**src/pkg/rslsi_pkg.sv**
```systemverilog
package rslsi_pkg;

    ////////////////////////////////////////////////////////////////////////////
    // Register bus geometry.
    localparam int ADDR_W = 8;
    localparam int DATA_W = 32;
    localparam int STRB_W = 4;

    // Register byte addresses.
    localparam logic [7:0] REG_STATUS = 8'h00;
    localparam logic [7:0] REG_CTRL = 8'h04;
    localparam logic [7:0] REG_EVENT = 8'h08;
    localparam logic [7:0] REG_PULSE = 8'h0C;

    // Write and read responses.
    localparam logic [1:0] RESP_OKAY = 2'h0;
    localparam logic [1:0] RESP_SLVERR = 2'h2;

    ////////////////////////////////////////////////////////////////////////////
    // Status register field positions.
    localparam int ST_VALID = 0;
    localparam int ST_IN_RESET = 1;
    localparam int ST_PICK0 = 2;
    localparam int ST_PICK1 = 3;
    localparam int ST_CODE_LO = 4;
    localparam int ST_COMPOUND = 6;
    localparam int ST_MASK_LO = 8;
    localparam int ST_HS_LOW = 12;
    localparam int ST_SUSP_LOW = 13;

    // Control register fields and reset value.
    localparam int CTRL_W = 3;
    localparam int CT_HS_EN = 0;
    localparam int CT_SUSP_EN = 1;
    localparam int CT_FIXED_EN = 2;
    localparam logic [CTRL_W-1:0] CTRL_RESET = 3'h7;

    // Event register fields (write one to clear).
    localparam int EVT_W = 2;
    localparam int EV_SHORT = 0;
    localparam int EV_RELEASE = 1;
    localparam logic [EVT_W-1:0] EVT_RESET = 2'h0;

    ////////////////////////////////////////////////////////////////////////////
    // Hub shape and strap code width.
    localparam int DS_PORTS = 4;
    localparam int CODE_W = 2;

    // Timing: least low time of the hub reset input.
    localparam int CLK_PERIOD_NS = 20;
    localparam int RESET_MIN_NS = 1000;
    localparam int RESET_MIN_CYC = (RESET_MIN_NS + CLK_PERIOD_NS - 1) / CLK_PERIOD_NS;
    localparam int CNT_W = 16;
    localparam logic [CNT_W-1:0] CNT_MAX = 16'hFFFF;

    // Phase of the hub reset input.
    typedef enum logic [0:0]
    {
        PH_HELD = 1'b0,
        PH_RUN = 1'b1
    } rslsi_phase_t;

endpackage

```
**src/pkg/rslsi_bus_if.sv**
```systemverilog
interface rslsi_bus_if;
    // Write strobe with its address, data and byte lanes.
    logic wr_en;
    logic [rslsi_pkg::ADDR_W-1:0] wr_addr;
    logic [rslsi_pkg::DATA_W-1:0] wr_data;
    logic [rslsi_pkg::STRB_W-1:0] wr_strb;
    logic wr_ok;
    // Read address and combinational answer.
    logic [rslsi_pkg::ADDR_W-1:0] rd_addr;
    logic [rslsi_pkg::DATA_W-1:0] rd_data;
    logic rd_ok;

    modport slave_side (
        output wr_en,
        output wr_addr,
        output wr_data,
        output wr_strb,
        input wr_ok,
        output rd_addr,
        input rd_data,
        input rd_ok
    );

    modport regs_side (
        input wr_en,
        input wr_addr,
        input wr_data,
        input wr_strb,
        output wr_ok,
        input rd_addr,
        output rd_data,
        output rd_ok
    );
endinterface

```
**src/design/rslsi_axil_slave.sv**
```systemverilog
module rslsi_axil_slave (
    // Clock and reset.
    input wire logic ref_clk,
    input wire logic nrst,
    // Write address channel.
    input wire logic s_axi_awvalid,
    output logic s_axi_awready,
    input wire logic [rslsi_pkg::ADDR_W-1:0] s_axi_awaddr,
    // Write data channel.
    input wire logic s_axi_wvalid,
    output logic s_axi_wready,
    input wire logic [rslsi_pkg::DATA_W-1:0] s_axi_wdata,
    input wire logic [rslsi_pkg::STRB_W-1:0] s_axi_wstrb,
    // Write response channel.
    output logic s_axi_bvalid,
    input wire logic s_axi_bready,
    output logic [1:0] s_axi_bresp,
    // Read address channel.
    input wire logic s_axi_arvalid,
    output logic s_axi_arready,
    input wire logic [rslsi_pkg::ADDR_W-1:0] s_axi_araddr,
    // Read data channel.
    output logic s_axi_rvalid,
    input wire logic s_axi_rready,
    output logic [rslsi_pkg::DATA_W-1:0] s_axi_rdata,
    output logic [1:0] s_axi_rresp,
    // Register side.
    rslsi_bus_if.slave_side bus
);

    typedef struct packed {
        logic aw_v;
        logic [rslsi_pkg::ADDR_W-1:0] aw_a;
        logic w_v;
        logic [rslsi_pkg::DATA_W-1:0] w_d;
        logic [rslsi_pkg::STRB_W-1:0] w_s;
        logic b_v;
        logic [1:0] b_r;
        logic r_v;
        logic [rslsi_pkg::DATA_W-1:0] r_d;
        logic [1:0] r_r;
    } rslsi_axs_t;

    rslsi_axs_t st_r;
    rslsi_axs_t st_nxt;
    logic commit;

    // Address and data wait apart until both are in, either first.
    // A new write waits for the previous response.
    assign s_axi_awready = !st_r.aw_v && !st_r.b_v;
    assign s_axi_wready = !st_r.w_v && !st_r.b_v;
    assign s_axi_arready = !st_r.r_v;
    assign commit = st_r.aw_v && st_r.w_v && !st_r.b_v;

    // Register strobe and read lookup.
    assign bus.wr_en = commit;
    assign bus.wr_addr = st_r.aw_a;
    assign bus.wr_data = st_r.w_d;
    assign bus.wr_strb = st_r.w_s;
    assign bus.rd_addr = s_axi_araddr;

    // Responses come straight from the state.
    assign s_axi_bvalid = st_r.b_v;
    assign s_axi_bresp = st_r.b_r;
    assign s_axi_rvalid = st_r.r_v;
    assign s_axi_rdata = st_r.r_d;
    assign s_axi_rresp = st_r.r_r;

    // Channel bookkeeping.
    always_comb
    begin
        st_nxt = st_r;
        if (s_axi_awvalid && s_axi_awready)
        begin
            st_nxt.aw_v = 1'b1;
            st_nxt.aw_a = s_axi_awaddr;
        end
        if (s_axi_wvalid && s_axi_wready)
        begin
            st_nxt.w_v = 1'b1;
            st_nxt.w_d = s_axi_wdata;
            st_nxt.w_s = s_axi_wstrb;
        end
        if (commit)
        begin
            st_nxt.aw_v = 1'b0;
            st_nxt.w_v = 1'b0;
            st_nxt.b_v = 1'b1;
            st_nxt.b_r = bus.wr_ok ? rslsi_pkg::RESP_OKAY : rslsi_pkg::RESP_SLVERR;
        end
        else if (st_r.b_v && s_axi_bready)
        begin
            st_nxt.b_v = 1'b0;
        end
        // Unmapped reads answer zero with an error.
        if (s_axi_arvalid && s_axi_arready)
        begin
            st_nxt.r_v = 1'b1;
            st_nxt.r_d = bus.rd_ok ? bus.rd_data : 32'h0000_0000;
            st_nxt.r_r = bus.rd_ok ? rslsi_pkg::RESP_OKAY : rslsi_pkg::RESP_SLVERR;
        end
        else if (st_r.r_v && s_axi_rready)
        begin
            st_nxt.r_v = 1'b0;
        end
    end

    // State register.
    always_ff @(posedge ref_clk)
    begin
        if (!nrst)
        begin
            st_r <= '0;
        end
        else
        begin
            st_r <= st_nxt;
        end
    end

endmodule

```
**src/design/rslsi_top.sv**
```systemverilog
// Overview of operation
// - Latch first configuration pick at reset release.
// - Latch second configuration pick at same release.
// - Sample both fixed-port straps when function enabled.
// - Decode code into fixed ports one to three.
// - Any fixed port makes the hub compound.
// - High-speed lamp on at high speed, off otherwise.
// - Shared lamp polarity follows its own strap value.
// - Low-strap lamp active high for 00, 10.
module rslsi_top (
    // Clock and reset.
    input wire logic ref_clk,
    input wire logic nrst,
    // Register bus.
    input wire logic s_axi_awvalid,
    output logic s_axi_awready,
    input wire logic [rslsi_pkg::ADDR_W-1:0] s_axi_awaddr,
    input wire logic s_axi_wvalid,
    output logic s_axi_wready,
    input wire logic [rslsi_pkg::DATA_W-1:0] s_axi_wdata,
    input wire logic [rslsi_pkg::STRB_W-1:0] s_axi_wstrb,
    output logic s_axi_bvalid,
    input wire logic s_axi_bready,
    output logic [1:0] s_axi_bresp,
    input wire logic s_axi_arvalid,
    output logic s_axi_arready,
    input wire logic [rslsi_pkg::ADDR_W-1:0] s_axi_araddr,
    output logic s_axi_rvalid,
    input wire logic s_axi_rready,
    output logic [rslsi_pkg::DATA_W-1:0] s_axi_rdata,
    output logic [1:0] s_axi_rresp,
    // Hub reset pin and strap pins.
    input wire logic hub_reset_n,
    input wire logic config_pick_0_in,
    input wire logic fixed_port_strap_hi_in,
    // Shared high-speed lamp and second configuration pick pin.
    input wire logic high_speed_lamp_in,
    output logic high_speed_lamp_out,
    output logic high_speed_lamp_oe,
    // Shared suspend lamp and low fixed-port strap pin.
    input wire logic suspend_lamp_in,
    output logic suspend_lamp_out,
    output logic suspend_lamp_oe,
    // Hub core state.
    input wire logic hs_connected,
    input wire logic hub_active,
    // Captured configuration for the hub core.
    output logic hub_in_reset,
    output logic straps_valid,
    output logic [1:0] config_method,
    output logic [rslsi_pkg::CODE_W-1:0] fixed_port_code,
    output logic [rslsi_pkg::DS_PORTS-1:0] fixed_port_mask,
    output logic compound_dev
);

    ////////////////////////////////////////////////////////////////////////////
    // State.

    typedef struct packed {
        rslsi_pkg::rslsi_phase_t phase;
        logic valid;
        logic pick0;
        logic pick1;
        logic [rslsi_pkg::CODE_W-1:0] code;
        logic [rslsi_pkg::DS_PORTS-1:0] mask;
        logic compound;
        logic hs_low;
        logic susp_low;
        logic [rslsi_pkg::CNT_W-1:0] low_cnt;
        logic [rslsi_pkg::CNT_W-1:0] last_low;
        logic [rslsi_pkg::CTRL_W-1:0] ctrl;
        logic [rslsi_pkg::EVT_W-1:0] evt;
        logic hs_o;
        logic hs_oe;
        logic susp_o;
        logic susp_oe;
    } rslsi_state_t;

    localparam logic [rslsi_pkg::CNT_W-1:0] MIN_LOW =
        rslsi_pkg::CNT_W'(rslsi_pkg::RESET_MIN_CYC);

    rslsi_state_t st_r;
    rslsi_state_t st_nxt;
    rslsi_bus_if bus ();

    logic [rslsi_pkg::CODE_W-1:0] cap_code;
    logic [rslsi_pkg::DS_PORTS-1:0] cap_mask;
    logic [rslsi_pkg::EVT_W-1:0] evt_set;
    logic [rslsi_pkg::EVT_W-1:0] evt_clr;
    logic wr_ctrl;
    logic wr_evt;

    ////////////////////////////////////////////////////////////////////////////
    // Register bus slave.

    rslsi_axil_slave u_slave (
        .ref_clk(ref_clk),
        .nrst(nrst),
        .s_axi_awvalid(s_axi_awvalid),
        .s_axi_awready(s_axi_awready),
        .s_axi_awaddr(s_axi_awaddr),
        .s_axi_wvalid(s_axi_wvalid),
        .s_axi_wready(s_axi_wready),
        .s_axi_wdata(s_axi_wdata),
        .s_axi_wstrb(s_axi_wstrb),
        .s_axi_bvalid(s_axi_bvalid),
        .s_axi_bready(s_axi_bready),
        .s_axi_bresp(s_axi_bresp),
        .s_axi_arvalid(s_axi_arvalid),
        .s_axi_arready(s_axi_arready),
        .s_axi_araddr(s_axi_araddr),
        .s_axi_rvalid(s_axi_rvalid),
        .s_axi_rready(s_axi_rready),
        .s_axi_rdata(s_axi_rdata),
        .s_axi_rresp(s_axi_rresp),
        .bus(bus.slave_side)
    );

    ////////////////////////////////////////////////////////////////////////////
    // Strap decode at the capture point.

    // gated fixed-port sample
    // Sampled only when enabled; otherwise all ports removable.
    assign cap_code = st_r.ctrl[rslsi_pkg::CT_FIXED_EN] ?
        {fixed_port_strap_hi_in, suspend_lamp_in} : '0;

    // code to port mask
    // Port n+1 is fixed when n is below the code; ports beyond three never are.
    for (genvar gi = 0; gi < rslsi_pkg::DS_PORTS; gi++)
    begin : g_mask
        assign cap_mask[gi] = (rslsi_pkg::CODE_W'(gi) < cap_code) && (gi < 3);
    end

    ////////////////////////////////////////////////////////////////////////////
    // Register decode.

    // Only control and event take writes; status and pulse writes are dropped with OKAY, unmapped ones get an error.
    assign wr_ctrl = bus.wr_en && (bus.wr_addr == rslsi_pkg::REG_CTRL) && bus.wr_strb[0];
    assign wr_evt = bus.wr_en && (bus.wr_addr == rslsi_pkg::REG_EVENT) && bus.wr_strb[0];
    assign bus.wr_ok = (bus.wr_addr == rslsi_pkg::REG_STATUS)
        || (bus.wr_addr == rslsi_pkg::REG_CTRL)
        || (bus.wr_addr == rslsi_pkg::REG_EVENT)
        || (bus.wr_addr == rslsi_pkg::REG_PULSE);
    assign evt_clr = wr_evt ? bus.wr_data[rslsi_pkg::EVT_W-1:0] : '0;

    // Read mux; unused bits read as zero.
    always_comb
    begin
        bus.rd_data = 32'h0000_0000;
        bus.rd_ok = 1'b1;
        unique case (bus.rd_addr)
            rslsi_pkg::REG_STATUS:
            begin
                bus.rd_data[rslsi_pkg::ST_VALID] = st_r.valid;
                bus.rd_data[rslsi_pkg::ST_IN_RESET] = (st_r.phase == rslsi_pkg::PH_HELD);
                bus.rd_data[rslsi_pkg::ST_PICK0] = st_r.pick0;
                bus.rd_data[rslsi_pkg::ST_PICK1] = st_r.pick1;
                bus.rd_data[rslsi_pkg::ST_CODE_LO +: rslsi_pkg::CODE_W] = st_r.code;
                bus.rd_data[rslsi_pkg::ST_COMPOUND] = st_r.compound;
                bus.rd_data[rslsi_pkg::ST_MASK_LO +: rslsi_pkg::DS_PORTS] = st_r.mask;
                bus.rd_data[rslsi_pkg::ST_HS_LOW] = st_r.hs_low;
                bus.rd_data[rslsi_pkg::ST_SUSP_LOW] = st_r.susp_low;
            end
            rslsi_pkg::REG_CTRL:
            begin
                bus.rd_data[rslsi_pkg::CTRL_W-1:0] = st_r.ctrl;
            end
            rslsi_pkg::REG_EVENT:
            begin
                bus.rd_data[rslsi_pkg::EVT_W-1:0] = st_r.evt;
            end
            rslsi_pkg::REG_PULSE:
            begin
                bus.rd_data[rslsi_pkg::CNT_W-1:0] = st_r.last_low;
            end
            default:
            begin
                bus.rd_ok = 1'b0;
            end
        endcase
    end

    ////////////////////////////////////////////////////////////////////////////
    // Reset tracking, strap capture and lamps.

    always_comb
    begin
        st_nxt = st_r;
        evt_set = '0;
        if (wr_ctrl)
        begin
            st_nxt.ctrl = bus.wr_data[rslsi_pkg::CTRL_W-1:0];
        end
        unique case (st_r.phase)
            rslsi_pkg::PH_HELD:
            begin
                if (!hub_reset_n)
                begin
                    // low time measured
                    // The counter saturates so a very long hold cannot wrap to look short.
                    if (st_r.low_cnt != rslsi_pkg::CNT_MAX)
                    begin
                        st_nxt.low_cnt = st_r.low_cnt + 1'b1;
                    end
                end
                else
                begin
                    st_nxt.phase = rslsi_pkg::PH_RUN;
                    st_nxt.valid = 1'b1;
                    st_nxt.last_low = st_r.low_cnt;
                    evt_set[rslsi_pkg::EV_RELEASE] = 1'b1;
                    // short pulse flagged
                    // A glitch is still honoured; software only learns it was too short.
                    evt_set[rslsi_pkg::EV_SHORT] = (st_r.low_cnt != '0)
                        && (st_r.low_cnt < MIN_LOW);
                    st_nxt.pick0 = config_pick_0_in;
                    st_nxt.pick1 = high_speed_lamp_in;
                    st_nxt.code = cap_code;
                    st_nxt.mask = cap_mask;
                    st_nxt.compound = (cap_code != '0);
                    // lamp polarity from strap
                    // A pulled-up strap means the lamp hangs to the supply: drive low for on.
                    st_nxt.hs_low = high_speed_lamp_in;
                    st_nxt.susp_low = suspend_lamp_in;
                end
            end
            rslsi_pkg::PH_RUN:
            begin
                // held until next assertion
                // Pins are ignored until the reset input falls.
                if (!hub_reset_n)
                begin
                    st_nxt.phase = rslsi_pkg::PH_HELD;
                    st_nxt.valid = 1'b0;
                    st_nxt.low_cnt = 16'h0001;
                end
            end
        endcase

        // Set wins over a clear in the same cycle.
        st_nxt.evt = (st_r.evt & ~evt_clr) | evt_set;

        // high-speed and suspend lamp state
        // The lamp releases its pin while held in reset so the strap can be read.
        st_nxt.hs_o = hs_connected ^ st_r.hs_low;
        st_nxt.hs_oe = (st_r.phase == rslsi_pkg::PH_RUN) && st_r.valid
            && st_r.ctrl[rslsi_pkg::CT_HS_EN] && hub_reset_n;
        st_nxt.susp_o = hub_active ^ st_r.susp_low;
        st_nxt.susp_oe = (st_r.phase == rslsi_pkg::PH_RUN) && st_r.valid
            && st_r.ctrl[rslsi_pkg::CT_SUSP_EN] && hub_reset_n;
    end

    // State register.
    always_ff @(posedge ref_clk)
    begin
        if (!nrst)
        begin
            st_r <= '0;
            st_r.phase <= rslsi_pkg::PH_HELD;
            st_r.ctrl <= rslsi_pkg::CTRL_RESET;
            st_r.evt <= rslsi_pkg::EVT_RESET;
        end
        else
        begin
            st_r <= st_nxt;
        end
    end

    ////////////////////////////////////////////////////////////////////////////
    // Outputs, all straight from flip-flops.

    assign high_speed_lamp_out = st_r.hs_o;
    assign high_speed_lamp_oe = st_r.hs_oe;
    assign suspend_lamp_out = st_r.susp_o;
    assign suspend_lamp_oe = st_r.susp_oe;
    assign hub_in_reset = (st_r.phase == rslsi_pkg::PH_HELD);
    assign straps_valid = st_r.valid;
    assign config_method = {st_r.pick1, st_r.pick0};
    assign fixed_port_code = st_r.code;
    assign fixed_port_mask = st_r.mask;
    assign compound_dev = st_r.compound;

endmodule

```
**config.mk**
```make
export PLATFORM = sky130hd
export DESIGN_NAME = rslsi_top
export DESIGN_NICKNAME = d
export VERILOG_FILES = /design/src/pkg/rslsi_pkg.sv /design/src/pkg/rslsi_bus_if.sv /design/src/design/rslsi_axil_slave.sv /design/src/design/rslsi_top.sv
export SDC_FILE = /design/constraint.sdc
export NUM_CORES = 1
export LEC_CHECK = 0
export ABC_AREA = 1
export BUFFER_PORTS_ARGS = -buffer_cell sky130_fd_sc_hd__buf_2
export CAP_MARGIN = 20
export CORE_UTILIZATION = 43
export CTS_CLUSTER_DIAMETER = 40
export DETAILED_ROUTE_END_ITERATION = 6
export PLACE_DENSITY = 0.71
export RECOVER_POWER = 100
export SYNTH_ARGS = -nofsm -noshare
export SYNTH_HDL_FRONTEND = slang
export SYNTH_SLANG_ARGS = --single-unit
```
**constraint.sdc**
```tcl
create_clock -name ref_clk -period 1.9 [get_ports ref_clk]
set_input_delay 0.19 -clock ref_clk [delete_from_list [all_inputs] [get_ports ref_clk]]
set_output_delay 0.19 -clock ref_clk [all_outputs]
set_load 0.1 [all_outputs]
```
After elaboration in Yosys (flattened, before gate mapping). Cells that the tools add are included.

$lt $le $gt $ge: 4. Multiplexer cells: 25. Add/sub/neg operators: 1. Bitwise logic cells: 7. Reduce and logical (&&, ||, !) cells: 37. Equality and inequality tests: 11.

Operators with widths (count): $mux 16 (4); $eq 8x4->1 const B (4); $pmux 16 s2 (1); $logic_and 1x1->1 (19); $add 16x1->16 const B (1); $eq 8x3->1 const B (2); $logic_not 8->1 (2); $lt 16x6->1 const B (1); $mux 2 (8); $ne 16x16->1 const B (1); $reduce_bool 16->1 (1); $mux 13 (1); $pmux 6 s2 (1); $pmux 2 s4 (1); $pmux 4 s2 (1); $mux 1 (6); $ne 2x2->1 const B (3); $reduce_bool 2->1 (3); $logic_not 1->1 (4); $lt 1x2->1 const A (2); $pmux 2 s2 (1); $reduce_and 2->1 (2); $reduce_or 4->1 (1); $logic_or 1x1->1 (3); 10 further kinds (12).

Logic and storage cells: 111. Register bits: 104. Output and inout bits: 56.

Depth between registers and ports, before layout.
Depth in word-level cells: 8. Mapped depth: 12.

By module. From an unflattened synthesis, not the netlist that was laid out.

Cells, all modules: 1033. Area, all modules: 6939.2 um^2.

By module, submodules not included: rslsi_axil_slave (area an instance 4257.8 um^2, times used 1, seq. area each 1641.6 um^2, cells each 646); rslsi_top (area an instance 2681.3 um^2, times used 1, seq. area each 1001.0 um^2, cells each 387).

Worst setup path after synthesis. Ideal clock, no wire load.

Path kind: flip-flop to flip-flop. Start: register u_slave.st_r, in the netlist u_slave.s_axi_bvalid. End: register u_slave.st_r, in the netlist u_slave.bus.wr_addr[7]. Path buffers: 0. Clock period less this slack: 2998 ps. Library setup time: 65 ps. Arrival time: 2934 ps. Stages on the path, launching flop included: 6. Slack: -1098 ps. Cell sequence: dfxtp_1 -> nor2_1 -> nand2_1 -> inv_1 -> nor2_1 -> nor2_1.

Longest elaborated chain between the ends: 3.

RTL lines: start: declaration (RTL line rslsi_axil_slave.sv:44) `rslsi_axs_t st_r;`; start signal: assignment (RTL line rslsi_axil_slave.sv:117) `st_r <= st_nxt;`; $logic_not 1->1 (RTL line rslsi_axil_slave.sv:50) `assign s_axi_awready = !st_r.aw_v && !st_r.b_v;`; $logic_and 1x1->1 (RTL line rslsi_axil_slave.sv:50); named net s_axi_awready (RTL line rslsi_top.sv:16) `output logic s_axi_awready,`; $logic_and 1x1->1 (RTL line rslsi_axil_slave.sv:73) `if (s_axi_awvalid && s_axi_awready)`.

The timed path passes the listed nets, and every way through them passes these cells. A chain may end at the register's enable or synchronous reset.

Final worst setup path.
Start: register st_r[53] in the netlist's numbering. End: register st_r[39] in the netlist's numbering.

Longest elaborated chain between the ends: 3. Elaborated cells between the ends (all ways): 6.

RTL lines: start: declaration (RTL line rslsi_top.sv:82) `rslsi_state_t st_r;`; start signal: assignment (RTL line rslsi_top.sv:265) `st_r <= st_nxt;`; $not 1->1 (no source line); $ne 2x1->1 (no source line) / $ne 2x2->1 (equally long branches); $reduce_and 3->1 (no source line).

Parallel ways exist; a longest one is shown, timed or not.

==> results.py <==
metrics = {
    "worst_setup_path": {
        "startpoint_type": "flip-flop",
        "r2r_start": "st_r[53]",
        "r2r_cells": 9,
        "path_max_fanout": 6,
        "startpoint": "st_r[53]",
        "critPathCapture": "st_r[39]",
        "r2r_slack_ns": 0.16,
        "required_ns": 2.12,
        "crit_path_end_kind": "flip-flop",
        "timing.rr.end": "st_r[39]",
        "crit_arrival_ns": 1.96,
        "path_class": "flip-flop to flip-flop",
    },
    "sta": {
        "slew_violations": 0,
        "period_needed_ns": 1.743,
        "setup_viol": 0,
        "finalSetupTns_ns": 0,
        "worst_pin_slew_ns": 1.022,
        "period_share_pct": 91.71,
        "setup_ws_ns": 0.1574,
        "finalHoldViolCount": 0,
        "rsz0062_at_grt": "false",
        "timing.fmax_mhz": 573.9,
        "fin_skew_ns": 0.01427,
        "slew_headroom_pct": 31.87,
    },
    "placed_design": {
        "dp_slack_ns": 0.07572,
        "routabilityCongestion": 0.8636,
        "port_buffers": 70,
        "hpwl_mm": 6.656,
    },
    "synthesis": {
        "synth_top_area_share_pct": 40.32,
        "synth_simple_gate_area_share_pct": 29.52,
        "post-synth-top-area-cell": "dfxtp_1",
        "synthAdderAreaFrac_pct": 1.200,
        "synth_compound_area_share_pct": 13.29,
        "synth.distinct_cells": 35,
        "ys_async_sr_fraction_pct": 0,
        "ys_ff_latch": 84,
        "synth_top_family_by_area": "simple AND/OR/NAND/NOR gates",
        "syn_avg_cell_area_sq_um": 7.227,
        "synth.most_common_cell": "nand2_1",
        "ys_top_cells_by_area": "dfxtp_1, nand2_1, buf_4, nor2_1, a21oi_1",
        "synthTopCellsByCount": "nand2_1, dfxtp_1, nor2_1",
        "netlist_area_sq_um": 4170,
        "ys_seq_area_share_pct": 40.32,
        "ys_warn_count": 0,
        "synthXorXnorAreaFrac_pct": 1.050,
        "synth_edf_count": 0,
        "synth_cells": 577,
        "synth_mux_area_share_pct": 0,
        "ys.flop_type": "dfxtp_1",
    },
    "floorplan": {
        "rows": 35,
        "die_w_um": 100.5,
        "coreArea_sq_um": 9328,
        "io_pins": 122,
        "start_util_pct": 44.71,
        "die_y_um": 100.5,
        "die-area_sq_um": 10100,
    },
    "route": {
        "routedWlPerCell_um": 11.98,
        "drt_iter0_drc": 132,
        "wl_mm": 9.047,
        "drc": 0,
        "drt_pass1_iterations": 5,
        "ant_nets": 0,
        "vias": 3601,
        "viasPerCell": 4.770,
    },
    "clock_tree": {
        "htreeDepth": 3,
        "cts_tree": "done",
        "cts_made_buffers": 9,
        "path_clk_slew_ns": 0.08,
        "clkSinkCount": 84,
        "clockBufferDepth": 2,
        "cts_root_buffer": "clkbuf_8",
        "worstSkewPairLatency_ns": 0.36,
        "cts_resized": 0,
    },
    "power": {
        "cellLeakagePower_nw": 1.987,
        "p_per_area_nw_per_um2": 883.0,
        "ir_drop_mv": 0.4534,
    },
    "global_route": {
        "grt_max_degree": 36,
        "grt_pass1_wl_mm": 14.60,
        "grt_pass1_vias": 3144,
        "grt-ovfl-total": 0,
        "grt.total_usage_pct": 18.15,
        "antenna_found_initial": 0,
    },
    "hold_path": {
        "hold_path.class": "input port to flip-flop",
        "worstHoldStart": "config_pick_0_in",
    },
    "finish": {
        "post-route-util_pct": 49.46,
        "multi_input_area_sq_um": 1962,
        "final_nets": 691,
        "drive_gt1_share_pct": 22.04,
        "antenna_cells": 0,
        "fill_cells": 952,
        "regArea_sq_um": 1687,
        "area_delta_synth_final_pct": 10.62,
    },
    "status": {
        "outcome": "finished, final reports clean",
    },
    "job": {
        "cap_violations": 0,
    },
}
cells by family after synthesis:
| group | count (synthesis) |
|---|---|
| buf+inv | 104 |
| other cells | 1 |
| simple gates | 276 |
| xor+xnor | 5 |
| fa+ha+maj | 4 |
| compound gates | 103 |
| flops | 84 |
cells in the final DEF (no fill, tap or decap), types with 4 or more instances in the layout:
| cell | n |
|---|---|
| conb_1 | 19 |
| nand2_2 | 8 |
| nand3_2 | 5 |
| a21oi_1 | 47 |
| nand4_1 | 8 |
| nand2_1 | 129 |
| dfxtp_1 | 82 |
| buf_2 | 32 |
| nand3_1 | 27 |
| clkbuf_8 | 9 |
| a21oi_2 | 7 |
| ha_1 | 4 |
| nor2_1 | 77 |
| nor2_4 | 6 |
| o21ai_0 | 41 |
| clkbuf_2 | 39 |
| nor2_2 | 5 |
| buf_4 | 5 |
| inv_1 | 32 |
flip-flops by register name, indices dropped and copies added, names as in the netlist, 2 cells and up:
register,count
st_r,40
u_slave.s_axi_rdata,16
u_slave.bus.wr_addr,8
u_slave.bus.wr_data,3
fixed_port_mask,2
u_slave.st_r,2
area by class of cell:
class | instances | share of cell area [%]
Sequential cell | 84 | 36.56
Tap cell | 129 | 3.499
Inverter | 40 | 3.553
Clock inverter | 6 | 1.899
Multi-Input combinational cell | 407 | 42.53
Clock buffer | 10 | 2.766
Timing Repair Buffer | 79 | 9.194
how the worst min path moves through the flow:
stage,endpoint,slack (ns),cells after the start
floorplan,st_r[53],0.32,2
global placement,config_method[0],0.42,3
detailed placement,config_method[0],0.42,3
CTS,config_method[0],0.05,3
global route,config_method[0],0.07,3
finish,config_method[0],0.06,3
stage by stage:
step | power (mW) | instance area, sq um | instances | hold slack, ns
3_5_place_dp | 2.714 | 4380 | 736 | 0.4238
3_3_place_gp | 2.701 | 4380 | 736 | 0.4182
4_1_cts | 4.092 | 4596 | 752 | 0.05409
5_1_grt | 4.231 | 4613 | 755 | 0.07050
2_1_floorplan | 2.638 | 4282 | 595 | 0.3203
6_report | 4.074 | 4613 | 755 | 0.06132
what timing repair did:
action | CTS | global route
endpoints found under the hold margin | 0 | 0
buffers inserted | 0 | 3
setup endpoints to repair | 0 | 2
hold buffers | 0 | 0
critical path: stages, from the launching register on:
cell and delay, ns:
dfxtp_1 0.48, inv_6 0.04, ha_1 0.22, nor2_4 0.18
inv_1 0.07, nor2_2 0.27, buf_4 0.18, nor2_1 0.03
nor2_1 0.10, nor2_1 0.04
where the power goes:
part           internal [mW]  leakage [nW]  switching [mW]
Sequential              1.84         0.688          0.0606
Combinational          0.151          1.19           0.625
Clock                  0.744         0.111           0.651
metal layers:
layer  up-vias  routed length (um)  global-route usage (%)
met2        87                4252                   30.72
li1       1877                   -                       -
met3        11                 369                   3.467
met4         0                 142                   7.358
met5         -                   0                       0
met1      1626                4283                   22.70
Power figures use the tool's default switching activity.
